`config.mk`:
```
export PLATFORM = sky130hd
export DESIGN_NAME = vsag_top
export DESIGN_NICKNAME = d
export VERILOG_FILES = /design/src/hw/vsag_pkg.sv /design/src/hw/vsag_regfile.sv /design/src/hw/vsag_top.sv
export SDC_FILE = /design/constraint.sdc
export NUM_CORES = 1
export LEC_CHECK = 0
export BUFFER_PORTS_ARGS = -buffer_cell sky130_fd_sc_hd__buf_4
export CORE_UTILIZATION = 58
export DETAILED_ROUTE_END_ITERATION = 10
export PLACE_DENSITY = 0.87
export SLEW_MARGIN = 10
export SYNTH_ARGS = -nofsm -noshare
export SYNTH_HDL_FRONTEND = slang
export SYNTH_HIERARCHICAL = 1
export SYNTH_SLANG_ARGS = --single-unit
```
`constraint.sdc`:
```
create_clock -name aclk -period 6.6 [get_ports aclk]
set_input_delay 1.32 -clock aclk [delete_from_list [all_inputs] [get_ports aclk]]
set_output_delay 1.32 -clock aclk [all_outputs]
set_load 0.05 [all_outputs]
```
`src/hw/vsag_pkg.sv`:
```
// package of constants and carrier types for the scaling/agc register bank
// Contract
// - luma comb bit selects lowpass-only filtering
// - chroma comb bit inserts line store averaging
// - interlace flag selects interlaced vertical scaling
// - ratio is upper five bits plus lower byte
// - separate even and odd scaling register copies
// - test register always reads 0x01
// - agc gate delay positions back-porch gate
// - burst gate delay positions burst gate
// - sync threshold bit selects detector threshold
// - clock sleep powers down decoder clock
// - luma converter sleep bit
// - chroma converter sleep bit, reset asleep
// - adaptive gain enable raises reference on overflow
package vsag_pkg;
	localparam int ADDR_W = 8;
	localparam logic [7:0] OFF_E_HI = 8'h4C;
	localparam logic [7:0] OFF_E_LO = 8'h50;
	localparam logic [7:0] OFF_TEST = 8'h54;
	localparam logic [7:0] OFF_AGC = 8'h60;
	localparam logic [7:0] OFF_BURST = 8'h64;
	localparam logic [7:0] OFF_CONV = 8'h68;
	localparam logic [7:0] OFF_O_HI = 8'hCC;
	localparam logic [7:0] OFF_O_LO = 8'hD0;
	localparam logic [7:0] RST_HI = 8'h60;
	localparam logic [7:0] RST_LO = 8'h00;
	localparam logic [7:0] RST_AGC = 8'h68;
	localparam logic [7:0] RST_BURST = 8'h5D;
	localparam logic [7:0] RST_CONV = 8'h82;
	localparam logic [7:0] TEST_VAL = 8'h01;
	// upper scaling register fields
	localparam int BIT_LUMA_COMB_MODE = 7;
	localparam int BIT_CCOMB = 6;
	localparam int BIT_INTL = 5;
	// converter interface fields
	localparam int BIT_SYNC = 5;
	localparam int BIT_AGCDIS = 4;
	localparam int BIT_CLKSLP = 3;
	localparam int BIT_YSLP = 2;
	localparam int BIT_CSLP = 1;
	localparam int BIT_ADAPT = 0;
	localparam logic [1:0] RESP_OKAY = 2'h0;
	localparam logic [1:0] RESP_SLVERR = 2'h2;

	// per-field scaling and comb controls
	typedef struct packed {
		logic luma_comb_mode;
		logic chroma_comb_en;
		logic interlace;
		logic [12:0] vertical_ratio;
	} vsag_field_cfg_t;

	// converter and gate controls
	typedef struct packed {
		logic [7:0] agc_gate_offset;
		logic [7:0] burst_gate_offset;
		logic sync_low_threshold;
		logic gain_control_disable;
		logic converter_reference_output_en;
		logic decoder_clock_sleep;
		logic luma_conv_sleep;
		logic chroma_conv_sleep;
		logic adaptive_gain_enable;
	} vsag_conv_cfg_t;
endpackage

```
`src/hw/vsag_regfile.sv`:
```
// small register store: eight-bit words, registered read data
`timescale 1ns/10ps
module vsag_regfile (
	input wire logic aclk, // clock
	input wire logic aresetn, // sync reset, active low
	input wire logic ce, // clock enable
	input wire logic we, // write strobe
	input wire logic [2:0] waddr, // write slot
	input wire logic [7:0] wdata, // write data
	input wire logic [2:0] raddr, // read slot
	output logic [7:0] rdata, // registered read data
	output logic [63:0] flat // all slots, slot i at [8i+7:8i]
);
	localparam logic [63:0] RST_ALL = {vsag_pkg::RST_LO,
		vsag_pkg::RST_HI, vsag_pkg::RST_CONV, vsag_pkg::RST_BURST,
		vsag_pkg::RST_AGC, vsag_pkg::TEST_VAL, vsag_pkg::RST_LO,
		vsag_pkg::RST_HI};

	typedef struct packed {
		logic [63:0] mem;
		logic [7:0] rd;
	} vsag_rf_state_t;

	vsag_rf_state_t s_q;
	vsag_rf_state_t s_d;

	// write and read port
	always_comb begin
		s_d = s_q;
		if (we) begin
			s_d.mem[waddr*8 +: 8] = wdata;
		end
		s_d.rd = s_q.mem[raddr*8 +: 8];
	end

	always_ff @(posedge aclk) begin
		if (!aresetn) begin
			s_q <= {RST_ALL, 8'h00};
		end else if (ce) begin
			s_q <= s_d;
		end
	end

	assign rdata = s_q.rd;
	assign flat = s_q.mem;
endmodule

```
`src/hw/vsag_top.sv`:
```
// axi4-lite register bank for vertical scaling, comb and converter control
`timescale 1ns/10ps
module vsag_top (
	input wire logic aclk, // 20 MHz clock
	input wire logic aresetn, // sync reset, active low
	input wire logic ce, // clock enable, freezes all state when low
	input wire logic [7:0] s_axi_awaddr, // write address
	input wire logic s_axi_awvalid, // write address valid
	output logic s_axi_awready, // write address ready
	input wire logic [31:0] s_axi_wdata, // write data
	input wire logic [3:0] s_axi_wstrb, // write strobes
	input wire logic s_axi_wvalid, // write data valid
	output logic s_axi_wready, // write data ready
	output logic [1:0] s_axi_bresp, // write response
	output logic s_axi_bvalid, // write response valid
	input wire logic s_axi_bready, // write response ready
	input wire logic [7:0] s_axi_araddr, // read address
	input wire logic s_axi_arvalid, // read address valid
	output logic s_axi_arready, // read address ready
	output logic [31:0] s_axi_rdata, // read data
	output logic [1:0] s_axi_rresp, // read response
	output logic s_axi_rvalid, // read data valid
	input wire logic s_axi_rready, // read data ready
	input wire logic odd_field, // current field parity, 1 = odd
	output vsag_pkg::vsag_field_cfg_t field_cfg, // active field settings
	output vsag_pkg::vsag_conv_cfg_t conv_cfg // converter and gate settings
);
	typedef enum logic [1:0] {ST_IDLE, ST_RWAIT, ST_RDATA} vsag_rd_t;

	typedef struct packed {
		logic aw_have;
		logic [7:0] aw_addr;
		logic w_have;
		logic [7:0] w_data;
		logic w_lane0;
		logic bvalid;
		logic [1:0] bresp;
		vsag_rd_t rst;
		logic [7:0] ar_addr;
		logic rvalid;
		logic [31:0] rdata;
		logic [1:0] rresp;
		vsag_pkg::vsag_field_cfg_t fcfg;
		vsag_pkg::vsag_conv_cfg_t ccfg;
	} vsag_state_t;

	vsag_state_t s_q;
	vsag_state_t s_d;
	logic rf_we;
	logic [2:0] rf_waddr;
	logic [2:0] rf_raddr;
	logic [7:0] rf_rdata;
	logic [63:0] rf_flat;

	////////////////////////////////////////////////////////////////////////
	// address decode: slot number, and whether the offset is mapped
	function automatic logic [3:0] vsag_decode(input logic [7:0] a);
		unique case (a)
			vsag_pkg::OFF_E_HI: vsag_decode = 4'h8;
			vsag_pkg::OFF_E_LO: vsag_decode = 4'h9;
			vsag_pkg::OFF_TEST: vsag_decode = 4'hA;
			vsag_pkg::OFF_AGC: vsag_decode = 4'hB;
			vsag_pkg::OFF_BURST: vsag_decode = 4'hC;
			vsag_pkg::OFF_CONV: vsag_decode = 4'hD;
			vsag_pkg::OFF_O_HI: vsag_decode = 4'hE;
			vsag_pkg::OFF_O_LO: vsag_decode = 4'hF;
			default: vsag_decode = 4'h0;
		endcase
	endfunction

	// slot i of the store
	function automatic logic [7:0] vsag_slot(input logic [63:0] f,
			input int i);
		vsag_slot = f[i*8 +: 8];
	endfunction

	////////////////////////////////////////////////////////////////////////
	// register store
	vsag_regfile u_rf (
		.aclk(aclk),
		.aresetn(aresetn),
		.ce(ce),
		.we(rf_we),
		.waddr(rf_waddr),
		.wdata(s_q.w_data),
		.raddr(rf_raddr),
		.rdata(rf_rdata),
		.flat(rf_flat)
	);

	// write commits once both halves are held and no response pends;
	// read slot follows the bus address while idle, so the store's
	// registered read data is ready one cycle after the request
	always_comb begin
		logic [3:0] dec;
		logic [3:0] rdec;
		dec = vsag_decode(s_q.aw_addr);
		rdec = (s_q.rst == ST_IDLE) ? vsag_decode(s_axi_araddr) :
			vsag_decode(s_q.ar_addr);
		rf_waddr = dec[2:0];
		// test slot is never written: it reads fixed
		rf_we = s_q.aw_have && s_q.w_have && !s_q.bvalid && dec[3] &&
			s_q.w_lane0 && (dec[2:0] != 3'h2);
		rf_raddr = rdec[2:0];
	end

	////////////////////////////////////////////////////////////////////////
	// bus handshakes and derived controls
	always_comb begin
		logic [7:0] hi;
		logic [7:0] lo;
		logic [7:0] cv;
		hi = 8'h00;
		lo = 8'h00;
		cv = vsag_slot(rf_flat, 5);
		s_d = s_q;
		// write address and data captured independently
		if (!s_q.aw_have && s_axi_awvalid) begin
			s_d.aw_have = 1'b1;
			s_d.aw_addr = s_axi_awaddr;
		end
		if (!s_q.w_have && s_axi_wvalid) begin
			s_d.w_have = 1'b1;
			s_d.w_data = s_axi_wdata[7:0];
			s_d.w_lane0 = s_axi_wstrb[0];
		end
		// response once both held
		if (s_q.aw_have && s_q.w_have && !s_q.bvalid) begin
			s_d.bvalid = 1'b1;
			s_d.bresp = vsag_decode(s_q.aw_addr) >= 4'h8 ?
				vsag_pkg::RESP_OKAY : vsag_pkg::RESP_SLVERR;
			s_d.aw_have = 1'b0;
			s_d.w_have = 1'b0;
		end
		if (s_q.bvalid && s_axi_bready) begin
			s_d.bvalid = 1'b0;
		end
		// read: address, one cycle for registered store, then data
		unique case (s_q.rst)
			ST_IDLE: begin
				if (s_axi_arvalid) begin
					s_d.ar_addr = s_axi_araddr;
					s_d.rst = ST_RWAIT;
				end
			end
			ST_RWAIT: begin
				s_d.rst = ST_RDATA;
				s_d.rvalid = 1'b1;
				if (vsag_decode(s_q.ar_addr) >= 4'h8) begin
					s_d.rdata = {24'h000000, rf_rdata};
					s_d.rresp = vsag_pkg::RESP_OKAY;
				end else begin
					s_d.rdata = 32'h00000000;
					s_d.rresp = vsag_pkg::RESP_SLVERR;
				end
			end
			ST_RDATA: begin
				if (s_axi_rready) begin
					s_d.rvalid = 1'b0;
					s_d.rst = ST_IDLE;
				end
			end
		endcase
		// active field set chosen by parity
		if (odd_field) begin
			hi = vsag_slot(rf_flat, 6);
			lo = vsag_slot(rf_flat, 7);
		end else begin
			hi = vsag_slot(rf_flat, 0);
			lo = vsag_slot(rf_flat, 1);
		end
		s_d.fcfg.luma_comb_mode = hi[vsag_pkg::BIT_LUMA_COMB_MODE];
		s_d.fcfg.chroma_comb_en = hi[vsag_pkg::BIT_CCOMB];
		s_d.fcfg.interlace = hi[vsag_pkg::BIT_INTL];
		s_d.fcfg.vertical_ratio = {hi[4:0], lo};
		// gate offsets and converter controls
		s_d.ccfg.agc_gate_offset = vsag_slot(rf_flat, 3);
		s_d.ccfg.burst_gate_offset = vsag_slot(rf_flat, 4);
		s_d.ccfg.sync_low_threshold = cv[vsag_pkg::BIT_SYNC];
		s_d.ccfg.gain_control_disable = cv[vsag_pkg::BIT_AGCDIS];
		// reference driven only while gain control runs
		s_d.ccfg.converter_reference_output_en =
			!cv[vsag_pkg::BIT_AGCDIS];
		s_d.ccfg.decoder_clock_sleep = cv[vsag_pkg::BIT_CLKSLP];
		s_d.ccfg.luma_conv_sleep = cv[vsag_pkg::BIT_YSLP];
		s_d.ccfg.chroma_conv_sleep = cv[vsag_pkg::BIT_CSLP];
		s_d.ccfg.adaptive_gain_enable = cv[vsag_pkg::BIT_ADAPT];
	end

	// state register, reset values match the store's reset contents
	always_ff @(posedge aclk) begin
		if (!aresetn) begin
			s_q <= '0;
			s_q.rst <= ST_IDLE;
			s_q.fcfg <= {1'b0, 1'b1, 1'b1, 13'h0000};
			s_q.ccfg <= {vsag_pkg::RST_AGC, vsag_pkg::RST_BURST,
				7'b0010010};
		end else if (ce) begin
			s_q <= s_d;
		end
	end

	////////////////////////////////////////////////////////////////////////
	// outputs straight from flip-flops
	assign s_axi_awready = !s_q.aw_have;
	assign s_axi_wready = !s_q.w_have;
	assign s_axi_bvalid = s_q.bvalid;
	assign s_axi_bresp = s_q.bresp;
	assign s_axi_arready = (s_q.rst == ST_IDLE);
	assign s_axi_rvalid = s_q.rvalid;
	assign s_axi_rdata = s_q.rdata;
	assign s_axi_rresp = s_q.rresp;
	assign field_cfg = s_q.fcfg;
	assign conv_cfg = s_q.ccfg;
endmodule
```
# Word level (Yosys, flattened, before mapping)
# Cells that the tools add are included.
[word_totals]
register_bits = 178
input_bits = 61
output_inout_bits = 80
wordCells = 112
[op_classes]
add_sub_neg = 1
n_lt_le_gt_ge = 2
eq_ne = 29
shift = 3
mux = 22
reduce_logical = 28
[op_table]
columns = ["op", "n"]
rows = [
  ["$eq A8 B7 Y1 const B", 18],
  ["$bwmux W64", 1],
  ["$pmux W4 S8", 2],
  ["$shift A8 B34 Y64 const A", 1],
  ["$shiftx A64 B7 Y8", 1],
  ["$shiftx A8 B34 Y64", 1],
  ["$eq A8 B8 Y1 const B", 6],
  ["$neg A6 Y34", 1],
  ["$mux W10", 3],
  ["$pmux W3 S8", 1],
  ["$mux W8", 2],
  ["$reduce_and A2 Y1", 8],
  ["$mux W9", 1],
  ["$reduce_and A3 Y1", 3],
  ["$ge A4 B4 Y1 const B", 2],
  ["$logic_and A1 B1 Y1", 8],
  ["$mux W4", 2],
  ["$reduce_bool A2 Y1", 4],
  ["$mux W3", 2],
  ["$pmux W2 S3", 1],
  ["$logic_not A1 Y1", 4],
  ["$mux W1", 4],
  ["$mux W2", 2],
  ["$ne A2 B2 Y1 const B", 2],
  ["other kinds (5)", 5],
]

# Longest topological paths before layout
# Gate-level depths: netlist of run 1.
[logic_depth]
ltp_word = 7
mapped_depth = 13
depth_no_buf = 11

# Modules after synthesis
# Netlist of run 1, hierarchy kept.
[modules_own_cells]
columns = ["module", "instances", "cells_per_inst", "area_each_um2", "seq_area_each_um2"]
rows = [
  ["vsag_top", 1, 465, 4252.8, 1601.5],
  ["vsag_regfile", 1, 384, 3587.2, 1441.4],
]

# Worst setup path after synthesis of run 1
# No wires, ideal clock.
[synth_timing]
path_kind = "input to register"
from = "input s_axi_araddr[3]"
to = "register u_rf.s_q, in the netlist u_rf/rdata[6]"
setup_time_ns = 0.070
t_arrival_ns = 3.374
t_required_ns = 6.530
slack_ns = 3.156
stages = 11
n_path_buf = 4
cell_sequence = "clkbuf_1 -> or4bb_1 -> o22ai_1 -> a31oi_1 -> o22ai_1 -> buf_2 -> buf_4 -> buf_4 -> mux2i_1 -> a221o_1 -> a21oi_1"
[synth_via]
elab_chain_len = 4
elab_cells_between_ends = 11
classes_between = "eq/ne (8); shift (1); mux (2)"
[synth_rtl]
columns = ["item", "line", "rtl"]
rows = [
  ["from (decl)", "vsag_top.sv:17", "input wire logic [7:0] s_axi_araddr,"],
  ["$eq A8 B8 Y1 / $eq A8 B7 Y1 (equally long branches)", "vsag_top.sv:58", "unique case (a)"],
  ["$pmux W3 S8 *", "vsag_top.sv:58", ""],
  ["$mux W3 *", "vsag_top.sv:98", "rdec = (s_q.rst == ST_IDLE) ? vsag_decode(s_axi_araddr) :"],
  ["via rf_raddr[2]", "vsag_top.sv:51", "logic [2:0] rf_raddr;"],
  ["$shiftx A64 B7 Y8 *", "vsag_regfile.sv:33", "s_d.rd = s_q.mem[raddr*8 +: 8];"],
  ["to (signal assigned)", "vsag_regfile.sv:38", "s_q <= {RST_ALL, 8'h00};"],
  ["to (decl)", "vsag_regfile.sv:24", "vsag_rf_state_t s_q;"],
]
# The timed path passes the listed nets; every way through them passes the cells marked *.
# A chain may end at the register's enable or synchronous reset.

# Final worst setup path of run 1
[layout_timing]
from = "register s_q[101] (netlist name)"
to = "register u_rf.s_q, in the netlist u_rf/flat[15]"
[layout_via]
elab_cells_between_ends = 18
classes_between = "add/sub (1); eq/ne (9); shift (2); mux (2); reduce/logical (4)"
[layout_lines]
columns = ["item", "line", "rtl"]
rows = [
  ["from (decl)", "vsag_top.sv:47", "vsag_state_t s_q;"],
  ["$eq A8 B8 Y1 / $eq A8 B7 Y1 (equally long branches)", "vsag_top.sv:58", ""],
  ["$pmux W4 S8 *", "vsag_top.sv:58", ""],
  ["via rf_waddr[1]", "vsag_top.sv:50", "logic [2:0] rf_waddr;"],
  ["$neg A6 Y34 / $ne A3 B2 Y1 (equally long branches)", "vsag_regfile.sv:31, vsag_top.sv:103", ""],
  ["$shiftx A8 B34 Y64 (tied with other cells)", "vsag_regfile.sv:31", "s_d.mem[waddr*8 +: 8] = wdata;"],
  ["$bwmux W64 / $reduce_and A2 Y1 (equally long branches)", "--", ""],
]
# Marked as above.

==> results of run 1 <==
-- cells by family after synthesis --
kind of cell    synth area share [%]
xor+xnor                       0.335
other cells                   0.0478
buf+inv                         11.0
compound gates                  11.4
simple gates                    21.3
flops                           38.8
fa+ha+maj                       1.12
mux                             16.0
-- critical path: cells and delay by family, from the launching register on --
kind	cells	cell delay [ns]
fa+ha+maj	2	0.80
flops	1	0.44
buf+inv	1	0.07
simple gates	5	1.95
compound gates	3	0.60
-- power by group through the flow --
stage / Sequential [mW] / Combinational, mW / Clock, mW
after floorplan: 0.966 / 0.170 / 0
after global placement: 0.976 / 0.187 / 0
after detailed placement: 0.976 / 0.189 / 0
after CTS: 0.956 / 0.191 / 1.12
after global routing: 0.958 / 0.204 / 1.16
final: 0.956 / 0.191 / 1.10
-- flip-flops by register name, indices dropped and copies added (netlist names) --
signal / cells
s_axi_bvalid: 1
s_axi_bresp: 1
u_rf/flat: 64
field_cfg: 16
s_q: 29
conv_cfg: 23
s_axi_rdata: 8
s_axi_rvalid: 1
s_axi_rresp: 1
u_rf/rdata: 8
-- metal layers --
layer / GRT usage [%] / vias to the layer above
met1: 32.7 / 2827
met2: 41.1 / 271
li1: - / 2879
met3: 5.41 / 46
met4: 12.8 / 0
met5: 0 / -
-- metrics by stage --
| step | instances | hold WS, ns |
|---|---|---|
| after global routing | 1043 | 0.500 |
| after CTS | 1043 | 0.473 |
| final | 1043 | 0.471 |
| after detailed placement | 1011 | 0.464 |
| after floorplan | 874 | 0.437 |
| after global placement | 1011 | 0.458 |
-- cell type report --
cell class | count | area (sq um) | area share (%)
clock inverters | 14 | 246 | 2.83
inverters | 11 | 41.3 | 0.474
clock buffers | 18 | 429 | 4.93
multi-input cells | 581 | 4040 | 46.4
repair buffers | 91 | 683 | 7.85
well taps | 176 | 220 | 2.53
flip-flops and latches | 152 | 3040 | 35.0
-- worst max path at each step --
| stage | endpoint | depth (start not counted) | start | slack [ns] |
|---|---|---|---|---|
| after floorplan | u_rf/rdata[6]$_SDFFE_PN0P_ | 11 | s_axi_araddr[3] | 3.16 |
| after global placement | u_rf/rdata[2]$_SDFFE_PN0P_ | 10 | s_axi_araddr[2] | 2.80 |
| after detailed placement | u_rf/rdata[5]$_SDFFE_PN0P_ | 10 | s_axi_araddr[2] | 2.75 |
| after CTS | u_rf/flat[10]$_SDFFE_PN0P_ | 11 | s_q[101]$_SDFFE_PN0P_ | 2.77 |
| after global routing | u_rf/flat[10]$_SDFFE_PN0P_ | 11 | s_q[101]$_SDFFE_PN0P_ | 2.37 |
| final | u_rf/flat[15]$_SDFFE_PN0P_ | 11 | s_q[101]$_SDFFE_PN0P_ | 2.64 |
-- cell usage after synthesis, drive strengths merged, types with 6 or more instances --
cell / count
o21a: 11
inv: 11
nor3: 9
and3: 10
mux2i: 107
ha: 7
nor2b: 66
nand3b: 6
o21ai: 29
o211a: 13
dfxtp: 152
mux2: 16
a221o: 8
and2: 15
nand3: 41
nand2b: 15
a21boi: 22
buf: 102
nor2: 19
clkbuf: 28
nand2: 79
o22ai: 11
nor4: 9
a21oi: 14
==> metrics.txt, run 1 <==
Hold EP=s_axi_rdata[5]$_SDFFE_PN0P_; Layout Area Growth over Synthesis=11.0%; reg-to-reg critical path endpoint=u_rf/flat[15]$_SDFFE_PN0P_; post-synth top area cell=dfxtp_1; Worst-Skew Late Latency=0.42 ns; ys async rst share=0%; slowest stage delay, CP=0.85 ns; class of the worst hold path=reg -> reg; Hold Startpoint=u_rf/rdata[5]$_SDFFE_PN0P_; Yosys top cell area share=38.8%; Final Slew Violations=0; DPL Wire Length=11,400 um; CTS root buf=clkbuf_16; Filler Cells Inserted=1,047; number of antenna violations at the first check in global routing=0; DR top layer=met4; # rows=42; Via density=5.77; most frequent cells in the layout=dfxtp_1, mux2i_1, buf_4, nand2_1, nor2b_1; switch share=23.8%; CP Capture Type=register; Clock Power Share=49.0%; nets=922; largest net degree at the start of global routing=104; top_reg_cell synth=dfxtp_1; Slew @ Worst Pin=1.00 ns; htree depth=4; Initial Utilization=59.4%; Critical Path RT=6.94 ns; CP Cell Sequence=or3b_2, a21oi_1, a211oi_1, nor2_1, inv_1, ha_1, ha_1, nand3_2, nor3_1, nand3_1, a21boi_0; Design Area, Final=8700 sq um; area post-placement=8030 sq um; synth warn=6; r2r startpoint=s_q[101]$_SDFFE_PN0P_; Total GRT Usage=25.7%; Rel. slew slack=32.8%; synth unique cells=67; First DRT Iteration DRCs=589; crit start category=register; final worst slack=2.64 ns; Combinational Power Share=8.5%; Ports=141; critical path class=reg -> reg; Psw=0.536 mW; final core area utilization=66.0%; number of port buffers=87; vias in the first global route=5,413; metal3 WL=1270 um; Peak VDD IR=161 uV; Reg2Reg Depth=11; crit path max fanout=16; commonest non-fill, non-tap cell in the layout=dfxtp_1; CTS Hold Bufs=0; Routability Congestion=0.887; Flop pwr share=42.5%; first-pass GRT wire length=28,100 um; Synth area leaders=dfxtp_1, mux2i_1, buf_4; number of max-cap violations=0; Post-Syn Area=7840 sq um; most used cell, CP=ha_1; pre-CTS setup slack=2.75 ns; FF-to-FF setup slack=2.64 ns; met1 wire length=7500 um; number of synthesized flops with an enable pin=0; Worst path slowest cell=nor3_1; CTS resizes=0; via count=6,023; CTS tree=done; status=completed; Die ar.=14,000 sq um; Pint=1.72 mW; TritonCTS Sinks=152; diode count=0; Worst Hold Depth=2; Layout Skew=0.00794 ns; crit share post-route=60.0%; DRC errors left=0; post-synthesis sequential area ratio=38.8%; Pre-Repair DR Iteration Count=6; FMAX=253 MHz; clock-pin slew on the worst setup and hold paths=0.06 ns; CTS Buf Count=17; Die Width=118 um; Leakage=3.67 nW; Routed WL=17,500 um; PnR Total Power=2.25 mW; RSZ-0062 raised after global routing=false; Mean Syn Cell Area=9.23 sq um; Met2 Wirelength=8110 um; Clock Path Buffers=2; Seq cells post-synth=152; Die Ht=118 um; final hold violation count=0; layout cells sized above 1=17.5%; Final ANT Viol Nets=0; # setup viols final=0; P per Cell Area=259 nW/um^2; core area=13,200 sq um; Crit path arrival time=4.30 ns; grt total ovfl=0; setup bufs post-CTS=0; Syn Inst Count=849; post-route setup TNS=0 ns; crit path time final=3.96 ns; wire length per cell=16.8 um
No activity file was read; power rests on OpenSTA's default activity.
==> run 2, diff against run 1 <==
- CORE_UTILIZATION: 58 -> 51
- PLACE_DENSITY: 0.87 -> 0.82
- clock period: 6.6 -> 3.5 ns (I/O delays scaled with it)
==> run 2 against run 1 <==
Power up 81%. Combinational power up 91%. Clock power up 73%. Clock skew down 0.00053 ns. Sequential cell count unchanged. Count of clock-buffer cells in the layout up 6. Critical endpoint is now u_rf/flat[60]$_SDFFE_PN0P_. Core utilization down 6.5 points. Hold slack better by 0.0013 ns.
==> metrics.txt, run 2 (synthesized netlist as in run 1, its figures left out) <==
status=completed; core area=14,800 sq um; FF-to-FF setup slack=0.14 ns; clock-pin slew on the worst setup and hold paths=0.06 ns; CTS Buf Count=17; largest net degree at the start of global routing=71; number of max-cap violations=0; Hold EP=s_axi_rdata[3]$_SDFFE_PN0P_; post-route setup TNS=0 ns; Peak VDD IR=344 uV; CTS tree=done; htree depth=4; number of antenna violations at the first check in global routing=0; Hold Startpoint=s_axi_rdata[3]$_SDFFE_PN0P_; FMAX=298 MHz; number of port buffers=87; r2r startpoint=s_q[101]$_SDFFE_PN0P_; grt total ovfl=0; Reg area=3040 sq um; P per Cell Area=464 nW/um^2; Via density=5.64; Leakage=3.72 nW; CTS root buf=clkbuf_16; diode count=0; Pre-Repair DR Iteration Count=5; Multi-input gate area=4040 sq um; PnR Total Power=4.07 mW; crit share post-route=95.9%; DPL Wire Length=12,200 um; Ports=141; area post-placement=8160 sq um; Total GRT Usage=23.1%; final core area utilization=59.5%; CP Capture Type=register; Final Slew Violations=0; Worst Hold Depth=2; setup bufs post-CTS=0; Reg2Reg Depth=11; class of the worst hold path=reg -> reg; crit path max fanout=10; Filler Cells Inserted=1,221; final worst slack=0.143 ns; pre-CTS setup slack=0.293 ns; vias in the first global route=5,589; Final ANT Viol Nets=0; Initial Utilization=53.1%; commonest non-fill, non-tap cell in the layout=dfxtp_1; Design Area, Final=8780 sq um; most frequent cells in the layout=dfxtp_1, mux2i_1, buf_4, nand2_1, nor2b_1; Clock Path Buffers=2; first-pass GRT wire length=28,700 um; Layout Area Growth over Synthesis=12.0%; # rows=44; # setup viols final=0; First DRT Iteration DRCs=470; final hold violation count=0; wire length per cell=17.0 um; reg-to-reg critical path endpoint=u_rf/flat[60]$_SDFFE_PN0P_; Largest register FFs=64; DRC errors left=0; crit start category=register; Critical Path RT=3.81 ns; via count=5,999; Die Ht=126 um; critical path class=reg -> reg; Slew @ Worst Pin=0.753 ns; CTS resizes=0; RSZ-0062 raised after global routing=false; Rel. slew slack=49.8%; Routability Congestion=0.875; nets=935; Layout Skew=0.00741 ns; CTS Hold Bufs=0; layout cells sized above 1=18.5%; Crit path arrival time=3.67 ns; crit path time final=3.36 ns; Die ar.=15,900 sq um; worst setup path startpoint=s_q[101]$_SDFFE_PN0P_; Routed WL=18,000 um; Die Width=126 um; TritonCTS Sinks=152; Worst-Skew Late Latency=0.43 ns
run 2: cell count changes in the layout (fill, tap and decap cells not counted), sizes merged:
cell / before / now
buf: 91 / 104
bufinv: 6 / 3
clkbuf: 18 / 24
clkinv: 6 / 2
clkinvlp: 0 / 2
inv: 13 / 11
run 2: final cells by class:
cell class              count  share of cell area [%]
inverters                  11                   0.470
flip-flops and latches    152                    34.7
clock inverters             7                    1.31
repair buffers            104                    9.18
multi-input cells         581                    46.0
clock buffers              24                    5.72
well taps                 184                    2.62
run 2: worst max-delay path by stage:
stage | endpoint | slack (ns) | cells after the start
after floorplan | u_rf/flat[5]$_SDFFE_PN1P_ | 0.44 | 13
after global placement | u_rf/flat[35]$_SDFFE_PN1P_ | 0.34 | 13
after detailed placement | u_rf/flat[6]$_SDFFE_PN1P_ | 0.29 | 12
after CTS | u_rf/flat[60]$_SDFFE_PN0P_ | 0.21 | 11
after global routing | u_rf/flat[35]$_SDFFE_PN1P_ | 0.005 | 13
final | u_rf/flat[60]$_SDFFE_PN0P_ | 0.14 | 11
run 2: critical path, stage by stage (launching register included):
cell and delay, ns:
dfxtp_1 0.44, or3b_2 0.47, a21oi_1 0.20, a211oi_1 0.10
nor2_1 0.18, inv_1 0.08, ha_1 0.21, ha_1 0.25
nand4b_2 0.32, or3_1 0.61, mux2i_1 0.29, nor2b_1 0.08
run 2: metrics by stage:
step | hold slack [ns] | std cells
after floorplan | 0.437 | 874
after global placement | 0.450 | 1032
after detailed placement | 0.460 | 1032
after CTS | 0.474 | 1063
after global routing | 0.498 | 1063
final | 0.472 | 1063
run 2: metal layers:
layer  GRT usage (%)  routed length, um
met5               0                  0
met4            13.9                785
met3            5.06               1060
met2            37.6               8600
met1            28.1               7600
run 2: power breakdown:
part	leakage, nW	internal [mW]	total, mW	switching (mW)
logic	2.19	0.128	0.364	0.236
registers	1.23	1.76	1.80	0.0408
clock network	0.298	1.21	1.90	0.690
total	3.72	3.10	4.07	0.968
